## src/pkg/quad_pkg.sv

```systemverilog
// constants and carriers for the quadrature position decoder
// assumes a single 100 MHz clock domain and a plain strobe register port
package quad_pkg;

  // ****************************************
  // register bus
  // ****************************************
  localparam int ADDR_W = 4;
  localparam int DATA_W = 16;

  // register offsets
  localparam logic [3:0] OFF_CTRL     = 4'h0;
  localparam logic [3:0] OFF_POSITION = 4'h1;
  localparam logic [3:0] OFF_STAMP    = 4'h2;
  localparam logic [3:0] OFF_TBREAD   = 4'h3;
  localparam logic [3:0] OFF_STATUS   = 4'h4;
  localparam logic [3:0] OFF_TIMEBASE = 4'h5;

  // control word field positions
  localparam int SEQ_LSB = 0;
  localparam int HSR_LSB = 2;
  localparam int PRI_LSB = 4;
  localparam int SPEED_LSB = 8;

  // reset values
  localparam logic [15:0] CTRL_RST   = 16'h0000;
  localparam logic [7:0]  SPEED_RST  = 8'h04;
  localparam logic [15:0] POS_RST    = 16'h0000;

  // sequence field: role and speed
  typedef enum logic [1:0] {
    SEQ_PRI_NORMAL = 2'h0,
    SEQ_SEC_NORMAL = 2'h1,
    SEQ_PRI_FAST   = 2'h2,
    SEQ_SEC_FAST   = 2'h3
  } seq_t;

  // host service requests
  typedef enum logic [1:0] {
    HSR_NONE   = 2'h0,
    HSR_UNUSED = 2'h1,
    HSR_READTB = 2'h2,
    HSR_INIT   = 2'h3
  } hsr_t;

  // channel priority
  typedef enum logic [1:0] {
    PRI_OFF  = 2'h0,
    PRI_LOW  = 2'h1,
    PRI_MED  = 2'h2,
    PRI_HIGH = 2'h3
  } pri_t;

  // register bus request carrier
  typedef struct packed {
    logic [3:0]  addr;
    logic [15:0] wdata;
    logic        wr;
    logic        rd;
  } bus_req_t;

endpackage

```

## src/logic/quadrature_position_decoder.sv

```systemverilog
// quadrature position decoder: phase inputs, position count, time stamps
// assumes phase inputs are already synchronous to CLOCK and bus master
// keeps strobes one cycle long
`timescale 1ns/1ns

// What this block does
// Decodes the two encoder phases into a 16-bit free-running position readable by software.
// A speed switch stops servicing one phase at high speed so faster signals still decode.
// Every counted edge also records a time stamp from the primary timebase; an initialize does not.
// The two-bit sequence field selects primary or secondary role and normal or fast mode.
// The two-bit service request means none at reset, unused, read timebase, or initialize.
// The two-bit priority field means disabled, low, medium or high priority.
// No interrupt is used or raised for position updates.
// The function select code is a build-time parameter, not a wired constant.
// Index pulses are not processed here; a separate capture function handles them.
// Count up when phase A leads, down when B leads, wrapping at the count width.
module quadrature_position_decoder #(
  parameter logic [3:0] FUNC_CODE = 4'h6,
  parameter int         POS_W     = 16,
  parameter int         TB_W      = 16
) (
  // clock and reset
  input  wire  logic                   CLOCK,
  input  wire  logic                   ARST_N,
  // register port
  input  wire  quad_pkg::bus_req_t     BUS_REQ,
  output logic [quad_pkg::DATA_W-1:0]  BUS_RDATA,
  // encoder phases
  input  wire  logic                   PHASE_A,
  input  wire  logic                   PHASE_B,
  // status
  output logic [3:0]                   FUNC_SEL,
  output logic                         FAST_ACTIVE
);
  import quad_pkg::*;

  // widths other than 16 would break the wrap and the bus word
  if (POS_W != 16 || TB_W != 16) begin : g_width_check
    $error("position and timebase widths must be 16");
  end

  // ****************************************
  // state
  // ****************************************
  logic [15:0] ctrl_r;
  logic [7:0]  speed_r;
  logic [15:0] pos_r;
  logic [15:0] stamp_r;
  logic [15:0] tbread_r;
  logic [15:0] tb_r;
  logic [1:0]  phase_r;
  logic        fast_r;
  logic [15:0] rdata_r;

  seq_t        seq;
  pri_t        pri;
  logic        wr_ctrl;
  hsr_t        hsr_new;
  logic [1:0]  phase_now;
  logic        step_up;
  logic        step_dn;
  logic [15:0] pos_nxt;
  logic        edge_seen;

  // phases are kept as {B, A} so the step table reads with A leading
  assign seq       = seq_t'(ctrl_r[SEQ_LSB +: 2]);
  assign pri       = pri_t'(ctrl_r[PRI_LSB +: 2]);
  assign wr_ctrl   = BUS_REQ.wr && (BUS_REQ.addr == OFF_CTRL);
  assign hsr_new   = wr_ctrl ? hsr_t'(BUS_REQ.wdata[HSR_LSB +: 2]) : HSR_NONE;
  assign phase_now = {PHASE_B, PHASE_A};             // no index input, see

  // ****************************************
  // control and service requests
  // ****************************************
  // request bits are consumed at once, so the field reads back as none
  // priority and role fields are stored as written
  always_ff @(posedge CLOCK or negedge ARST_N) begin
    if (!ARST_N) begin
      ctrl_r  <= CTRL_RST;
      speed_r <= SPEED_RST;
    end else if (wr_ctrl) begin
      ctrl_r  <= {BUS_REQ.wdata[15:4], HSR_NONE, BUS_REQ.wdata[1:0]};
      speed_r <= BUS_REQ.wdata[SPEED_LSB +: 8];
    end
  end

  // free-running primary timebase
  // wraps silently; software works with differences of two readings
  always_ff @(posedge CLOCK or negedge ARST_N) begin
    if (!ARST_N) begin
      tb_r <= 16'h0000;
    end else begin
      tb_r <= tb_r + 16'h0001;
    end
  end

  // read timebase on request
  always_ff @(posedge CLOCK or negedge ARST_N) begin
    if (!ARST_N) begin
      tbread_r <= 16'h0000;
    end else if (hsr_new == HSR_READTB) begin
      tbread_r <= tb_r;
    end
  end

  // ****************************************
  // quadrature decode
  // ****************************************
  // gray step table on {B, A}: 00->01->11->10 counts up, A leading
  // double jumps and repeats fall to default and are ignored
  always_comb begin
    step_up = 1'b0;
    step_dn = 1'b0;
    case ({phase_r, phase_now})
      4'b0001, 4'b0111, 4'b1110, 4'b1000: step_up = 1'b1;
      4'b0010, 4'b1011, 4'b1101, 4'b0100: step_dn = 1'b1;
      default: ;
    endcase
  end

  // in fast mode only phase A edges are serviced; each counts two
  // limitation: the count may drift by one slot when the switch engages or drops
  always_comb begin
    pos_nxt   = pos_r;
    edge_seen = 1'b0;
    if (pri != PRI_OFF) begin
      if (fast_r) begin
        if (phase_r[0] != phase_now[0]) begin
          edge_seen = 1'b1;
          pos_nxt   = (phase_now[1] != phase_now[0]) ? pos_r + 16'h0002 : pos_r - 16'h0002;
        end
      end else if (step_up) begin
        edge_seen = 1'b1;
        pos_nxt   = pos_r + 16'h0001;
      end else if (step_dn) begin
        edge_seen = 1'b1;
        pos_nxt   = pos_r - 16'h0001;           // wraps, see
      end
    end
  end

  // position, phase history and stamp
  // an initialize request wins over an edge in the same cycle
  always_ff @(posedge CLOCK or negedge ARST_N) begin
    if (!ARST_N) begin
      pos_r   <= POS_RST;
      phase_r <= 2'b00;
      stamp_r <= 16'h0000;
    end else begin
      phase_r <= phase_now;
      if (hsr_new == HSR_INIT) begin
        pos_r <= POS_RST;
      end else begin
        pos_r <= pos_nxt;
        if (edge_seen) begin
          stamp_r <= tb_r;
        end
      end
    end
  end

  // ****************************************
  // speed switch
  // ****************************************
  // fast allowed only in fast sequence modes; leaves fast when edges slow down
  // gap saturates so a stopped shaft never wraps back under the engage limit
  // release limit is twice the engage limit, a hysteresis against chatter
  logic [7:0] gap_r;
  always_ff @(posedge CLOCK or negedge ARST_N) begin
    if (!ARST_N) begin
      gap_r      <= 8'h00;
      fast_r     <= 1'b0;
    end else begin
      if (edge_seen) begin
        gap_r <= 8'h00;
      end else if (gap_r != 8'hFF) begin
        gap_r <= gap_r + 8'h01;
      end
      if (!(seq == SEQ_PRI_FAST || seq == SEQ_SEC_FAST) || hsr_new == HSR_INIT) begin
        fast_r <= 1'b0;
      end else if (edge_seen && gap_r < speed_r) begin
        fast_r <= 1'b1;
      end else if ({1'b0, gap_r} > {speed_r, 1'b0}) begin
        fast_r <= 1'b0;
      end
    end
  end

  // ****************************************
  // register reads, no interrupt state kept (see)
  // read data stands for one cycle only and is zero otherwise
  // ****************************************
  always_ff @(posedge CLOCK or negedge ARST_N) begin
    if (!ARST_N) begin
      rdata_r <= 16'h0000;
    end else if (BUS_REQ.rd) begin
      if (BUS_REQ.addr == OFF_CTRL) begin
        rdata_r <= {speed_r, ctrl_r[7:0]};
      end else if (BUS_REQ.addr == OFF_POSITION) begin
        rdata_r <= pos_r;
      end else if (BUS_REQ.addr == OFF_STAMP) begin
        rdata_r <= stamp_r;
      end else if (BUS_REQ.addr == OFF_TBREAD) begin
        rdata_r <= tbread_r;
      end else if (BUS_REQ.addr == OFF_STATUS) begin
        rdata_r <= {11'h000, FUNC_CODE, fast_r};
      end else if (BUS_REQ.addr == OFF_TIMEBASE) begin
        rdata_r <= tb_r;
      end else begin
        rdata_r <= 16'h0000;
      end
    end else begin
      rdata_r <= 16'h0000;
    end
  end

  // status outputs
  assign BUS_RDATA   = rdata_r;
  assign FUNC_SEL    = FUNC_CODE;
  assign FAST_ACTIVE = fast_r;

endmodule

```

## config.mk

```make
export PLATFORM = sky130hd
export DESIGN_NAME = quadrature_position_decoder
export DESIGN_NICKNAME = d
export VERILOG_FILES = /design/src/pkg/quad_pkg.sv /design/src/logic/quadrature_position_decoder.sv
export SDC_FILE = /design/constraint.sdc
export NUM_CORES = 1
export LEC_CHECK = 0
export BUFFER_PORTS_ARGS = -buffer_cell sky130_fd_sc_hd__buf_2
export CAP_MARGIN = 30
export CORE_MARGIN = 2
export CORE_UTILIZATION = 61
export DETAILED_ROUTE_END_ITERATION = 7
export GPL_ROUTABILITY_DRIVEN = 0
export PLACE_DENSITY_LB_ADDON = 0.1
export SLEW_MARGIN = 10
export SYNTH_ARGS = -nofsm -noshare
export SYNTH_HDL_FRONTEND = slang
export SYNTH_SLANG_ARGS = --single-unit
```

## constraint.sdc

```tcl
create_clock -name CLOCK -period 4.3 [get_ports CLOCK]
set_clock_uncertainty 0.1 [all_clocks]
set_input_delay 1.29 -clock CLOCK [delete_from_list [all_inputs] [get_ports CLOCK]]
set_output_delay 1.29 -clock CLOCK [all_outputs]
set_load 0.02 [all_outputs]
```

Word level (Yosys, flattened, before mapping)
Cells that the tools add are included.
- bitwise gates (word level): 1
- multiplexer cells: 27
- order comparisons: 2
- shift operators: 0
- reduce and logical (&&, ||, !) cells: 15
- equality and inequality tests: 21
- divide/modulo/power cells: 0
- $mul: 0
- add/sub/neg operators: 6
- operator list (kind ; count):
    16-bit two-way mux ; 14
    16-bit by 1-bit adder with 16-bit output (second input constant) ; 2
    16-bit by 2-bit adder with 16-bit output (second input constant) ; 1
    4-bit by 3-bit equality test with 1-bit output (second input constant) ; 4
    4-bit equality test (second input constant) ; 4
    8-bit two-way mux ; 2
    16-bit by 1-bit subtractor with 16-bit output (second input constant) ; 1
    16-bit by 2-bit subtractor with 16-bit output (second input constant) ; 1
    4-bit by 2-bit equality test with 1-bit output (second input constant) ; 3
    1-bit two-way mux ; 10
    8-bit by 9-bit greater-than comparator with 1-bit output ; 1
    8-bit by 1-bit adder with 8-bit output (second input constant) ; 1
    2-bit equality test (second input constant) ; 4
    4-bit by 1-bit equality test with 1-bit output (second input constant) ; 2
    8-bit < comparator ; 1
    8-bit != test (second input constant) ; 1
    4-bit OR reduction ; 2
    2-bit nonzero test ; 3
    4-bit zero test ; 1
    4-bit nonzero test ; 1
    3-bit by 1-bit != test with 1-bit output (second input constant) ; 1
    3-bit AND reduction ; 1
    3-bit nonzero test ; 1
    1-bit logical AND ; 2
    other kinds (6) ; 8
- RAM bits: 0
- ROM bits: 0
- register bits: 105
- bits in latches: 0
- memories kept: 0
- output and inout bits: 21

Longest topological paths before layout
- depth after elaboration: 10
- gate-level depth with buffers: 14
- gate-level depth less buffers: 14

Worst setup path before layout
OpenSTA, ideal clock, no wires.
- path type: input to register
- from: input port PHASE_A
- to: register pos_r[15]
- stages: 14
- setup time: 0.137 ns
- data arrival time: 4.130 ns
- required time: 4.063 ns
- slack: -0.066 ns
- path buffers: 0
- path through: inv_1 > ha_1 > mux4_2 > inv_1 > ha_1 > a2111oi_2 > o21ai_1 > a31o_1 > or2_1 > a31oi_1 > xnor2_1 > o21ai_0 > a21oi_1 > a21oi_1
- word-level cells in the longest chain between the ends: 7
- elaborated cells on any way between the ends: 23
- RTL lines (what ; line ; RTL):
    from (decl) ; quadrature_position_decoder.sv:29 ; input wire logic PHASE_A,
    4-bit by 1-bit equality test with 1-bit output (tied with other cells) ; quadrature_position_decoder.sv:114 ; case ({phase_r, phase_now})
    4-bit OR reduction ; quadrature_position_decoder.sv:114 ;
    1-bit two-way mux ; quadrature_position_decoder.sv:114 ;
    16-bit two-way mux ; quadrature_position_decoder.sv:132 ; end else if (step_up) begin
    16-bit two-way mux ; quadrature_position_decoder.sv:127 ; if (fast_r) begin
    16-bit two-way mux ; quadrature_position_decoder.sv:126 ; if (pri != PRI_OFF) begin
    16-bit two-way mux ; quadrature_position_decoder.sv:151 ; if (hsr_new == HSR_INIT) begin
    to (signal assigned) ; quadrature_position_decoder.sv:154 ; pos_r <= pos_nxt;
    to (decl) ; quadrature_position_decoder.sv:47 ; logic [15:0] pos_r;
Several ways; a longest one is shown, not always the timed one. The select of a mux whose other input is x is not followed.
A chain may end at the register's enable or synchronous reset.

Worst setup path after layout
Same ends and word-level chain as after synthesis.

==> impl_metrics.yaml <==
job:
  cap_viol_max_count: 0
detailed_routing:
  wl_per_cell_um: 18.2
  vias: 5244
  firstDrtPassIters: 5
  drc: 0
  drt_iter0_markers: 367
  drt_wl_total_um: 15500
  vias_per_cell: 6.15
  ant_nets: 0
clocking:
  cts_tree: "yes"
  cts_sinks: 105
  cts_buffer_depth: 2
  cts_buffers: 9
  htreeDepth: 3
  cts-root-buf: "clkbuf_8"
  ctsHoldBuffers: 0
  clkTransAtPathRegs_ps: 110
  clk_latency_ps: 400
sta:
  drv_slew: 0
  finalSetupViolCount: 0
  final_hold_viol_count: 0
  fin_crit_ps: 4130
  final.period_utilization: 0.962
  tns_ps: 0
  fmax_mhz: 242
  rsz0062_at_grt: "false"
  slew_headroom: 0.446
  worst_slew_pin_slew_ps: 829
grt:
  grt_pass1_vias: 5260
  grt_max_degree: 58
  track_usage: 0.296
  grt_pass1_wl_um: 26300
  grt-ovfl-total: 0
  antenna_found_initial: 0
cells_and_area:
  areaGrowthSynthToFinish_pct: 11.0
  final_cell_area_mm2: 0.00714
  n_antenna_cell: 0
  nNetsFinal: 786
  mostFrequentLayoutCells: "dfrtp_1, nor2_1, a21oi_1, ha_1, buf_2"
  final_cells: 852
  layout_commonest_cell: "dfrtp_1"
  multiInputGateArea_mm2: 0.00359
  drive_gt1_frac: 0.183
  regArea_mm2: 0.00263
  num-fill-cells: 806
floorplanning:
  die_y_um: 107
  initial_core_util: 0.626
  rows: 37
  coreArea_mm2: 0.0103
  dieArea_mm2: 0.0114
  ioPinCount: 47
  die_width_um: 107
pwr:
  power.total_mw: 4.07
  ir_worst_vdd_mv: 0.368
  p_leak_nw: 3.40
  p_per_area_mw_per_mm2: 570
synthesis:
  yosysUniqueCellTypes: 64
  synth_edf_count: 0
  ys_warn_count: 0
  yosysTopAreaCell: "dfrtp_1"
  yosys-top-cells-area: "dfrtp_1, ha_1, mux2_2, a21oi_1, xnor2_1"
  synth-seq-area-share: 0.409
  synthCells: 654
  postSynth.asyncResetShare: 1.00
  syn_avg_cell_area_um2: 9.83
  syn_area_mm2: 0.00643
  synth_seq_cells: 105
  synth.top_cell.area_share: 0.405
  synth_ff_type: "dfrtp_1"
worst_setup_path:
  cp_max_fo: 12
  worstSetupPathType: "primary input to register"
  arrival_ps: 4310
  endpoint_kind: "register"
  start_kind: "primary input"
  cp.required_ps: 4470
place:
  dp.cells: 836
  dp_hpwl_um: 11400
  dpl_cell_area_mm2: 0.00694
  io_buffers: 42
hold_path:
  holdCritPathClass: "register to register"
run_status:
  status: "completed"
-- layer usage --
layer	GRT usage	up-vias	part of all wire
met5	0	-	0
met4	0.111	0	0.026
met3	0.0614	32	0.056
met2	0.472	148	0.47
met1	0.401	2585	0.45
li1	-	2479	-
-- worst paths after layout --
path,to,cells past startpoint,slack [ps],startpoint
max,pos_r[15],16,170,PHASE_A
min,stamp_r[0],2,390,stamp_r[0]
max reg2reg,pos_r[15],13,1000,phase_r[1]
min reg2reg,stamp_r[0],2,390,stamp_r[0]
max in group asynchronous,tb_r[8],3,2290,ARST_N
min in group asynchronous,ctrl_r[5],1,840,ARST_N
-- state kept, by name, summed over array words and instances (netlist names) --
name and cells:
stamp_r 16, BUS_RDATA 16, tb_r 16, pos_r 16, speed_r 8, ctrl_r 6, gap_r 8, tbread_r 16
phase_r 2, FAST_ACTIVE 1
-- synthesized netlist by cell type, types with 2 or more instances --
library cell	instances
o22ai_1	2
conb_1	2
buf_1	5
nand2_1	34
a22oi_1	11
nand3b_1	2
inv_1	25
nor3b_1	2
o211ai_1	3
nand2b_1	5
nand4_1	8
mux2i_1	4
a31oi_1	10
o311a_1	7
o21ai_1	16
and2_1	4
a221oi_1	8
nor4_1	2
a21o_1	12
a21oi_1	47
ha_1	47
o21ai_0	26
xnor2_1	26
fa_1	2
or3_1	3
dfrtp_1	104
buf_2	5
nor3_1	11
nor2_1	60
nand3_1	18
mux2_1	16
mux2_2	29
nor2b_1	9
o21bai_1	2
o31ai_1	2
o21a_1	10
xor2_1	15
buf_4	5
clkbuf_1	15
a211oi_1	8
and3_1	8
a21boi_1	2
-- area by class of cell --
class / instances / share of cell area
multi-input cells: 494 / 0.502
clock inverters: 7 / 0.00981
flip-flops and latches: 105 / 0.368
clock buffers: 9 / 0.0173
well taps: 136 / 0.0238
inverters: 26 / 0.0142
repair buffers: 75 / 0.0645
-- where the power goes --
part | switching [mW] | internal [mW]
registers | 0.212 | 1.15
logic | 1.12 | 0.970
clock network | 0.387 | 0.228
-- per-stage QoR --
stage	worst slack, ps	hold slack [ps]	util
after CTS	216	396	0.694
after floorplan	43.6	350	-
after global placement	-96.8	364	0.675
final	165	394	0.695
after detailed placement	-209	371	0.675
after global routing	24.5	415	0.695
-- cell families after synthesis --
group | count (synthesis) | share of synthesized area
AO/OA/AOI/OAI | 178 | 0.182
XOR/XNOR | 41 | 0.0558
flip-flops | 105 | 0.409
adder cells (fa/ha/maj) | 49 | 0.0977
other | 2 | 0.00117
AND/OR/NAND/NOR | 172 | 0.128
buffers and inverters | 57 | 0.0383
multiplexers | 50 | 0.0885
-- what timing repair did --
item | 4_1_cts | 5_1_grt
buffers inserted | 0 | 0
resized for setup | 0 | 2
setup endpoints to repair | 0 | 1
endpoints found under the hold margin | 0 | 0
-- critical path, stage by stage --
cell and delay, ps:
buf_2 120, inv_1 60, ha_1 200, mux4_2 530, clkinvlp_4 130, buf_4 210, ha_1 290, a21oi_1 210
o22ai_1 130, a31o_1 220, or2_1 210, a31oi_1 200, xnor2_1 160, o21ai_0 100, a21oi_1 170, a21oi_1 80
Power figures use the tool's default switching activity.
